[src/logic/pfac_pkg.sv]
`default_nettype none
// shared constants for the fault and alert configuration bank
package pfac_pkg;
  // command codes of the four configuration commands
  localparam logic [7:0]  CMD_VOUT_FAULT_QUALIFY = 8'hd8;
  localparam logic [7:0]  CMD_EXT_TEMP_SCALE     = 8'hd9;
  localparam logic [7:0]  CMD_EXT_TEMP_OFFSET    = 8'hda;
  localparam logic [7:0]  CMD_ALERT_TRIGGER_MASK = 8'hdb;
  // byte counts of each transfer type
  localparam logic [3:0]  LEN_BYTE               = 4'h1;
  localparam logic [3:0]  LEN_WORD               = 4'h2;
  localparam logic [3:0]  LEN_BLOCK              = 4'h7;
  // fields of the qualify byte
  localparam int          QUAL_COUNT_LSB         = 0;
  localparam int          QUAL_COUNT_W           = 4;
  localparam int          QUAL_CROWBAR_BIT       = 7;
  // alert mask bit positions (byte * 8 + bit)
  localparam int          MASK_BYTES             = 7;
  localparam int          MASK_W                 = 56;
  localparam int          MBIT_PHASE_INIT        = 55;
  localparam int          MBIT_GROUP_COMM        = 54;
  localparam int          MBIT_AUX_UV_WARN       = 53;
  localparam int          MBIT_AUX_OV_WARN       = 52;
  localparam int          MBIT_SW_PERIOD         = 51;
  localparam int          MBIT_GROUP_RAIL        = 50;
  localparam int          MBIT_AUX_UV_FAULT      = 49;
  localparam int          MBIT_AUX_OV_FAULT      = 48;
  localparam int          MBIT_BAD_CMD           = 39;
  // reset values
  localparam logic [7:0]  RST_QUALIFY            = 8'h00;
  localparam logic [15:0] RST_SCALE              = 16'h0001;
  localparam logic [15:0] RST_OFFSET             = 16'h0000;
  localparam logic [55:0] RST_MASK               = 56'h00_0000_0000_0000;
  // aux monitor warning thresholds in percent
  localparam logic [7:0]  PCT_FULL               = 8'h64;
  localparam logic [7:0]  PCT_UV_WARN            = 8'h6e;
  localparam logic [7:0]  PCT_OV_WARN            = 8'h5f;
  // divider
  localparam int          DIV_W                  = 16;
  localparam logic [15:0] DIV_ZERO_RESULT        = 16'hffff;
endpackage : pfac_pkg
`default_nettype wire

[src/logic/pfac_div.sv]
`timescale 1ns/1ps
`default_nettype none
// serial restoring divider, one quotient bit per enabled cycle
module pfac_div (
  input  wire logic                        clk_in,
  input  wire logic                        reset_n_in,
  input  wire logic                        ce_in,
  input  wire logic                        start_in,
  input  wire logic [pfac_pkg::DIV_W-1:0]  dividend_in,
  input  wire logic [pfac_pkg::DIV_W-1:0]  divisor_in,
  output logic                             done_out,
  output logic      [pfac_pkg::DIV_W-1:0]  quot_out
);
  import pfac_pkg::*;

  // whole divider state
  typedef struct packed {
    logic              busy;   // division running
    logic [4:0]        cnt;    // bits left
    logic [DIV_W:0]    rem;    // partial remainder
    logic [DIV_W-1:0]  quo;    // shifting quotient
    logic [DIV_W-1:0]  dvs;    // held divisor
    logic              done;   // one-cycle finish pulse
  } pfac_div_s;

  pfac_div_s cur_ff;
  pfac_div_s nxt_cur;
  logic [DIV_W:0] trial;       // remainder after shift-in

  // next-state logic
  always_comb begin
    nxt_cur = cur_ff;
    nxt_cur.done = 1'b0;
    trial = {cur_ff.rem[DIV_W-1:0], cur_ff.quo[DIV_W-1]};
    if (start_in) begin
      nxt_cur.busy = 1'b1;
      nxt_cur.cnt  = 5'd16;
      nxt_cur.rem  = '0;
      nxt_cur.quo  = dividend_in;
      nxt_cur.dvs  = divisor_in;
    end else if (cur_ff.busy) begin
      // zero divisor: saturate instead of running
      if (cur_ff.dvs == '0) begin
        nxt_cur.quo  = DIV_ZERO_RESULT;
        nxt_cur.busy = 1'b0;
        nxt_cur.done = 1'b1;
      end else begin
        if (trial >= {1'b0, cur_ff.dvs}) begin
          nxt_cur.rem = trial - {1'b0, cur_ff.dvs};
          nxt_cur.quo = {cur_ff.quo[DIV_W-2:0], 1'b1};
        end else begin
          nxt_cur.rem = trial;
          nxt_cur.quo = {cur_ff.quo[DIV_W-2:0], 1'b0};
        end
        nxt_cur.cnt = cur_ff.cnt - 5'd1;
        if (cur_ff.cnt == 5'd1) begin
          nxt_cur.busy = 1'b0;
          nxt_cur.done = 1'b1;
        end
      end
    end
  end

  // state register, frozen while ce_in is low
  always_ff @(posedge clk_in or negedge reset_n_in) begin
    if (!reset_n_in) begin
      cur_ff <= '0;
    end else if (ce_in) begin
      cur_ff <= nxt_cur;
    end
  end

  assign done_out = cur_ff.done;
  assign quot_out = cur_ff.quo;
endmodule : pfac_div
`default_nettype wire

[src/logic/pfac_top.sv]
`timescale 1ns/1ps
`default_nettype none
// Functional notes
// - fault after count-field plus one violations
// - crowbar bit enables low-side switch on overvoltage
// - temperature equals raw over scale plus offset
// - mask is seven bytes, status order
// - mask zero lets status bit alert
// - bit 55 gates phase init failure
// - bit 54 gates group bus error
// - aux undervoltage warning at 110 percent
// - aux overvoltage warning at 95 percent
// - bit 51 gates switching period fault
// - bit 50 gates group rail fault
// - bits 49, 48 gate aux faults
// - bit 39 gates invalid command alert
module pfac_top (
  input  wire logic                          clk_in,
  input  wire logic                          reset_n_in,
  input  wire logic                          ce_in,
  // command port from the management bus link layer
  input  wire logic                          cmd_valid_in,
  input  wire logic                          cmd_write_in,
  input  wire logic [7:0]                    cmd_code_in,
  input  wire logic [3:0]                    cmd_len_in,
  input  wire logic [pfac_pkg::MASK_W-1:0]   cmd_wdata_in,
  output logic                               rsp_valid_out,
  output logic                               rsp_error_out,
  output logic [pfac_pkg::MASK_W-1:0]        rsp_rdata_out,
  // output voltage limit comparator samples
  input  wire logic                          vout_sample_valid_in,
  input  wire logic                          vout_ov_viol_in,
  input  wire logic                          vout_uv_viol_in,
  output logic                               vout_ov_fault_out,
  output logic                               vout_uv_fault_out,
  output logic                               crowbar_on_out,
  // external temperature path
  input  wire logic                          ext_temp_valid_in,
  input  wire logic [15:0]                   ext_temp_raw_in,
  output logic [15:0]                        ext_temp_readback_out,
  // aux voltage monitor
  input  wire logic [15:0]                   aux_voltage_monitor_in,
  input  wire logic [15:0]                   aux_uv_fault_limit_in,
  input  wire logic [15:0]                   aux_ov_fault_limit_in,
  // status bytes from the rest of the device and fault clear
  input  wire logic [pfac_pkg::MASK_W-1:0]   status_in,
  input  wire logic                          clear_faults_in,
  output logic                               alert_output_out
);
  import pfac_pkg::*;

  // whole block state
  typedef struct packed {
    logic [7:0]        qualify;     // fault qualify config
    logic [15:0]       scale;       // temp scale constant
    logic [15:0]       offset;      // temp offset constant
    logic [MASK_W-1:0] mask;        // alert trigger mask
    logic [3:0]        ov_cnt;      // consecutive ov violations
    logic [3:0]        uv_cnt;      // consecutive uv violations
    logic              ov_fault;    // qualified ov fault
    logic              uv_fault;    // qualified uv fault
    logic              crowbar;     // low-side switch command
    logic              bad_cmd;     // sticky invalid command
    logic              aux_uv_warn; // sticky aux uv warning
    logic              aux_ov_warn; // sticky aux ov warning
    logic              rsp_valid;   // response strobe
    logic              rsp_error;   // response refused
    logic [MASK_W-1:0] rdata;       // read data
    logic [15:0]       temp;        // temperature readback
    logic              div_start;   // launch divider
    logic [15:0]       raw_hold;    // raw sample under division
  } pfac_state_s;

  pfac_state_s cur_ff;
  pfac_state_s nxt_cur;

  logic              div_done;      // divider finished
  logic [15:0]       div_quot;      // raw / scale
  logic [MASK_W-1:0] eff_status;    // status with internal events merged
  logic [MASK_BYTES-1:0] byte_hit;  // per status byte unmasked pending
  logic [23:0]       aux_x100;      // reading times 100
  logic [23:0]       uv_x110;       // uv limit times 110
  logic [23:0]       ov_x95;        // ov limit times 95
  logic              aux_uv_now;    // uv warning condition
  logic              aux_ov_now;    // ov warning condition

  // expected byte count of a command, zero when unknown
  function automatic logic [3:0] cmd_len(input logic [7:0] code);
    case (code)
      CMD_VOUT_FAULT_QUALIFY: cmd_len = LEN_BYTE;
      CMD_EXT_TEMP_SCALE:     cmd_len = LEN_WORD;
      CMD_EXT_TEMP_OFFSET:    cmd_len = LEN_WORD;
      CMD_ALERT_TRIGGER_MASK: cmd_len = LEN_BLOCK;
      default:                cmd_len = 4'h0;
    endcase
  endfunction : cmd_len

  // one qualify step: count unbroken violations, saturate at 15
  function automatic logic [3:0] qual_step(input logic       viol,
                                           input logic [3:0] cnt);
    if (!viol) begin
      qual_step = 4'h0;
    end else if (cnt == 4'hf) begin
      qual_step = cnt;
    end else begin
      qual_step = cnt + 4'h1;
    end
  endfunction : qual_step

  // aux monitor warning compares, in percent of each fault limit
  always_comb begin
    aux_x100   = 24'(aux_voltage_monitor_in) * 24'(PCT_FULL);
    uv_x110    = 24'(aux_uv_fault_limit_in) * 24'(PCT_UV_WARN);
    ov_x95     = 24'(aux_ov_fault_limit_in) * 24'(PCT_OV_WARN);
    aux_uv_now = aux_x100 < uv_x110;
    aux_ov_now = aux_x100 > ov_x95;
  end

  // merge internally raised events into the status image
  always_comb begin
    eff_status = status_in;
    eff_status[MBIT_AUX_UV_WARN] = status_in[MBIT_AUX_UV_WARN] | cur_ff.aux_uv_warn;
    eff_status[MBIT_AUX_OV_WARN] = status_in[MBIT_AUX_OV_WARN] | cur_ff.aux_ov_warn;
    eff_status[MBIT_BAD_CMD]     = status_in[MBIT_BAD_CMD] | cur_ff.bad_cmd;
  end

  // per status byte masking, byte 0 vout up to byte 6 mfr specific
  genvar gi;
  generate
    for (gi = 0; gi < MASK_BYTES; gi++) begin : g_mask_byte
      // status bit alerts only while its mask bit is zero
      assign byte_hit[gi] = |(eff_status[gi*8 +: 8] & ~cur_ff.mask[gi*8 +: 8]);
    end
  endgenerate
  // bits 55..48 gate phase init, group bus, aux warn, period, group rail
  // and aux faults through the same byte 6 path

  // next-state logic
  always_comb begin
    nxt_cur = cur_ff;
    nxt_cur.rsp_valid = 1'b0;
    nxt_cur.rsp_error = 1'b0;
    nxt_cur.div_start = 1'b0;

    // command handling: write, read or refuse
    if (cmd_valid_in) begin
      nxt_cur.rsp_valid = 1'b1;
      if (cmd_len(cmd_code_in) == 4'h0) begin
        nxt_cur.rsp_error = 1'b1;
        nxt_cur.bad_cmd   = 1'b1;
        nxt_cur.rdata     = '0;
      end else if (cmd_write_in) begin
        if (cmd_len_in != cmd_len(cmd_code_in)) begin
          // wrong byte count: whole write dropped
          nxt_cur.rsp_error = 1'b1;
        end else begin
          case (cmd_code_in)
            CMD_VOUT_FAULT_QUALIFY: nxt_cur.qualify = cmd_wdata_in[7:0];
            CMD_EXT_TEMP_SCALE:     nxt_cur.scale   = cmd_wdata_in[15:0];
            CMD_EXT_TEMP_OFFSET:    nxt_cur.offset  = cmd_wdata_in[15:0];
            CMD_ALERT_TRIGGER_MASK: nxt_cur.mask    = cmd_wdata_in;
            default:                nxt_cur.rsp_error = 1'b1;
          endcase
        end
      end else begin
        // read: narrow values sit in the low bytes
        case (cmd_code_in)
          CMD_VOUT_FAULT_QUALIFY: nxt_cur.rdata = MASK_W'(cur_ff.qualify);
          CMD_EXT_TEMP_SCALE:     nxt_cur.rdata = MASK_W'(cur_ff.scale);
          CMD_EXT_TEMP_OFFSET:    nxt_cur.rdata = MASK_W'(cur_ff.offset);
          CMD_ALERT_TRIGGER_MASK: nxt_cur.rdata = cur_ff.mask;
          default:                nxt_cur.rdata = '0;
        endcase
      end
    end

    // output voltage fault qualification
    if (vout_sample_valid_in) begin
      nxt_cur.ov_cnt = qual_step(vout_ov_viol_in, cur_ff.ov_cnt);
      nxt_cur.uv_cnt = qual_step(vout_uv_viol_in, cur_ff.uv_cnt);
      // this violation is the (count field + 1)th in a row
      if (vout_ov_viol_in &&
          cur_ff.ov_cnt >= cur_ff.qualify[QUAL_COUNT_LSB +: QUAL_COUNT_W]) begin
        nxt_cur.ov_fault = 1'b1;
      end
      if (vout_uv_viol_in &&
          cur_ff.uv_cnt >= cur_ff.qualify[QUAL_COUNT_LSB +: QUAL_COUNT_W]) begin
        nxt_cur.uv_fault = 1'b1;
      end
    end

    // clear of sticky faults and events; a same-cycle set wins
    if (clear_faults_in) begin
      if (!(vout_sample_valid_in && vout_ov_viol_in &&
            cur_ff.ov_cnt >= cur_ff.qualify[QUAL_COUNT_LSB +: QUAL_COUNT_W])) begin
        nxt_cur.ov_fault = 1'b0;
      end
      if (!(vout_sample_valid_in && vout_uv_viol_in &&
            cur_ff.uv_cnt >= cur_ff.qualify[QUAL_COUNT_LSB +: QUAL_COUNT_W])) begin
        nxt_cur.uv_fault = 1'b0;
      end
      if (!(cmd_valid_in && cmd_len(cmd_code_in) == 4'h0)) begin
        nxt_cur.bad_cmd = 1'b0;
      end
      nxt_cur.aux_uv_warn = aux_uv_now;
      nxt_cur.aux_ov_warn = aux_ov_now;
    end else begin
      nxt_cur.aux_uv_warn = cur_ff.aux_uv_warn | aux_uv_now;
      nxt_cur.aux_ov_warn = cur_ff.aux_ov_warn | aux_ov_now;
    end

    // crowbar follows the ov fault only when enabled
    nxt_cur.crowbar = nxt_cur.ov_fault & cur_ff.qualify[QUAL_CROWBAR_BIT];

    // temperature: start a division for each new raw sample
    if (ext_temp_valid_in) begin
      nxt_cur.div_start = 1'b1;
      nxt_cur.raw_hold  = ext_temp_raw_in;
    end
    if (div_done) begin
      nxt_cur.temp = div_quot + cur_ff.offset;
    end
  end

  // state register, frozen while ce_in is low
  always_ff @(posedge clk_in or negedge reset_n_in) begin
    if (!reset_n_in) begin
      cur_ff         <= '0;
      cur_ff.qualify <= RST_QUALIFY;
      cur_ff.scale   <= RST_SCALE;
      cur_ff.offset  <= RST_OFFSET;
      cur_ff.mask    <= RST_MASK;
    end else if (ce_in) begin
      cur_ff <= nxt_cur;
    end
  end

  // raw over scale; the divider saturates on a zero scale
  pfac_div u_div (
    .clk_in      (clk_in),
    .reset_n_in  (reset_n_in),
    .ce_in       (ce_in),
    .start_in    (cur_ff.div_start),
    .dividend_in (cur_ff.raw_hold),
    .divisor_in  (cur_ff.scale),
    .done_out    (div_done),
    .quot_out    (div_quot)
  );

  // outputs
  assign rsp_valid_out         = cur_ff.rsp_valid;
  assign rsp_error_out         = cur_ff.rsp_error;
  assign rsp_rdata_out         = cur_ff.rdata;
  assign vout_ov_fault_out     = cur_ff.ov_fault;
  assign vout_uv_fault_out     = cur_ff.uv_fault;
  assign crowbar_on_out        = cur_ff.crowbar;
  assign ext_temp_readback_out = cur_ff.temp;
  assign alert_output_out      = |byte_hit;
endmodule : pfac_top
`default_nettype wire

[config.mk]
export PLATFORM = sky130hd
export DESIGN_NAME = pfac_top
export DESIGN_NICKNAME = d
export VERILOG_FILES = /design/src/logic/pfac_pkg.sv /design/src/logic/pfac_div.sv /design/src/logic/pfac_top.sv
export SDC_FILE = /design/constraint.sdc
export NUM_CORES = 1
export LEC_CHECK = 0
export BUFFER_PORTS_ARGS = -buffer_cell sky130_fd_sc_hd__buf_4
export CORE_UTILIZATION = 30
export CTS_CLUSTER_DIAMETER = 60
export DETAILED_ROUTE_END_ITERATION = 6
export SYNTH_ARGS = -nofsm -noshare
export SYNTH_HDL_FRONTEND = slang
export SYNTH_SLANG_ARGS = --single-unit
[constraint.sdc]
create_clock -name clk_in -period 2.3 [get_ports clk_in]
set_input_delay 0.115 -clock clk_in [delete_from_list [all_inputs] [get_ports clk_in]]
set_output_delay 0.115 -clock clk_in [all_outputs]
set_load 0.005 [all_outputs]
==> flow_summary.toml <==
[sta]
final.setup.tns_ps = -4270
slew_headroom = 0.516
finalMaxSlewViolations = 0
fmax_mhz = 213
rsz0062_at_grt = "yes"
fin_ws_ps = -2390
final.period_utilization = 2.04
fin_hold_ws_ps = 29.4
hold_viol = 0
worst_pin_slew_ps = 724
finalClockSkew_ps = 16.7
fin_crit_ps = 4690
setup_viol = 5

[floorplanning]
ioPinCount = 276
die-area_sq_um = 69100
start_util = 0.304
die_w_microns = 263
coreArea_sq_um = 67300
num_rows = 95
die_h_microns = 263

[yosys]
yosysWarnings = 0
synth-main-ff-cell = "dfrtp_1"
async_flop_share = 1.00
netlist_instances = 2075
ys_types = 70
ys_seq_area_frac = 0.314
synth.largest_area_cell = "dfrtp_1"
syn_nets = 2612
synth_top_area_share = 0.312
ys_top_cells_by_area = "dfrtp_1 31%, ha_1 14%, fa_1 10%"
synth_area_sq_um = 20400
synth.avg_cell_area_sq_um = 9.84
ys_ff_latch = 256
synth-edff-count = 0

[final_layout]
syn2layout_area_growth_pct = 39.2
fin_nets = 3233
layout.cells.non_filler = 3596
final_common_cell = "buf_4"
drive_above_1_share = 0.363
layout_common_cells = "610 x buf_4, 291 x inv_1, 247 x dfrtp_1"

[detailed_routing]
vias_per_cell = 4.81
drt_wl_total_microns = 61600
vias = 17299
first_pass_iters = 7
final_antenna_net_count = 0
drc = 0
drtIter0Drc = 787
wl_per_cell_microns = 17.1

[clock_tree]
htreeDepth = 2
clockRootBuffer = "clkbuf_16"
cts.clk_slew.worst_paths_ps = 50
cts_buffers = 34
cts_tree = "yes"
clock_path_buffers = 3
clkLatencyLatePin_ps = 550
cts_sinks = 256

[place]
gp_congestion = 0.927
portBuffers = 275
dp_hpwl_microns = 49600
place_ws_ps = -3020
place_inst = 3423

[worst_setup_path]
crit_top_cell = "fa_1"
critical_path_class = "in2reg"
cp-start-kind = "input pin"
critPathBufInv = 3
crit_fanout = 4
cp_slowest_cell = "fa_1"
crit_path_cell_trace = "buf_8 > fa_1 > fa_1 > fa_1 > inv_2 > fa_1 > inv_2 > ha_4 > a21oi_4 > o21ai_4 > nor4_4 > a211oi_2 > a211o_1 > a211o_1 > nand2_2 > ha_4 > a21o_1 > a21o_1 > a211oi_2 > nand4_1 > a32o_1"
cp_slowest_stage_delay_ps = 560
cp-end-kind = "register"
required_ps = 2720
crit_arrival_ps = 5110
path_delay_family = "adder cells"

[status]
status = "finished, violations left"
failed_checks = "negative setup slack"

[power]
comb_power_share = 0.595
p_per_area_nw_per_um2 = 892
seqPwrFrac = 0.200
ir_drop_mv = 0.754
p_sw_frac = 0.381
fin_total_pwr_w = 0.0254
power.net_switching_w = 0.00965
p_leak_nw = 14.3
p_int_w = 0.0157
pwr-share-clk = 0.204

[global_route]
grt.overflow.total = 0
grtUsageTotal = 0.178
grt_pass1_wl_microns = 98800
grt_max_degree = 75
grt_pass1_vias = 18354
antenna_found_initial = 4

[min_path]
hp-class = "in2reg"

[run]
cap_violations = 0
## stage by stage
step                      area (sq um)   util
after global placement           25600  0.380
after floorplan                  20600      -
final                            28400  0.423
after global routing             28400  0.423
after CTS                        27900  0.415
after detailed placement         25600  0.380
## flip-flops by register name, indices dropped and copies added (netlist names)
register and cells:
vout_uv_fault_out 1, ext_temp_readback_out 16, rsp_error_out 1, vout_ov_fault_out 1, cur_ff 124, u_div.done_out 1
rsp_rdata_out 56, u_div.cur_ff 38, rsp_valid_out 1, crowbar_on_out 1, u_div.quot_out 16
## timing repair
action | CTS | global route
setup endpoints to repair | 27 | 35
hold buffers | 76 | 0
gates resized for setup | 80 | 89
endpoints found under the hold margin | 192 | 0
pin swaps | 59 | 76
setup buffers | 13 | 24
## layout make-up
type,count,area [sq um]
antenna,1,2.50
clock buffer,50,981
clock inverter,12,130
fill,6386,38800
inverter,308,1170
multi-input combinational,1387,12900
sequential,256,6420
tap,873,1090
timing repair buffer,709,5690
## layer usage
metal / vias up / GRT usage / share of wire
met5: - / 0 / 0.00041
met4: 4 / 0.0424 / 0.024
met3: 80 / 0.0344 / 0.058
met2: 440 / 0.302 / 0.47
met1: 8481 / 0.234 / 0.45
li1: 8294 / - / -
## power by group through the flow
| stage | clock network [W] | registers, W | logic [W] |
|---|---|---|---|
| after floorplan | 0 | 0.00504 | 0.00852 |
| after global placement | 0 | 0.00515 | 0.0133 |
| after detailed placement | 0 | 0.00516 | 0.0138 |
| after CTS | 0.00531 | 0.00509 | 0.0146 |
| after global routing | 0.00550 | 0.00512 | 0.0169 |
| final | 0.00518 | 0.00508 | 0.0151 |
## worst reg2reg max path: cells and delay by family (launching register included)
| family | cells | cell delay [ps] |
|---|---|---|
| compound gates | 5 | 780 |
| simple gates | 2 | 480 |
| flops | 1 | 390 |
| fa+ha+maj | 2 | 380 |
| xor+xnor | 1 | 150 |
| buf+inv | 1 | 110 |
## cells by family after synthesis
family                     Yosys count  share of synthesized area
buffers and inverters              432                     0.0940
xor gates and xnor gates            76                     0.0326
AOI/OAI and AO/OA                  437                      0.133
and+or+nand+nor                    379                     0.0881
muxes                              156                     0.0917
DFF                                256                      0.314
adders and majority gates          339                      0.247
## synthesized netlist by cell type, types with 19 or more instances
cell type / instances
nand2b_1: 23
o21ai_0: 143
clkbuf_1: 31
nor2_1: 48
nand2_1: 177
xnor2_1: 40
xor2_1: 36
a21o_1: 45
o22ai_1: 38
a21oi_1: 96
buf_4: 74
nand3_1: 21
mux2_2: 129
nor2b_1: 19
ha_1: 232
fa_1: 107
dfrtp_1: 255
inv_1: 308
## path summary, 6_finish.rpt
path                                      startpoint  slack [ps]  cells after the start                end
setup / recovery           aux_ov_fault_limit_in[11]       -2390                     21         cur_ff[91]
hold / removal                  vout_sample_valid_in          30                      5     crowbar_on_out
setup reg to reg                  u_div.quot_out[15]         -90                     11   u_div.cur_ff[45]
hold reg to reg                    vout_uv_fault_out         480                      2  vout_uv_fault_out
max in group asynchronous                 reset_n_in        1270                      3        cur_ff[177]
min in group asynchronous                 reset_n_in         120                      2        cur_ff[138]
(Power assumes the default switching activity.)
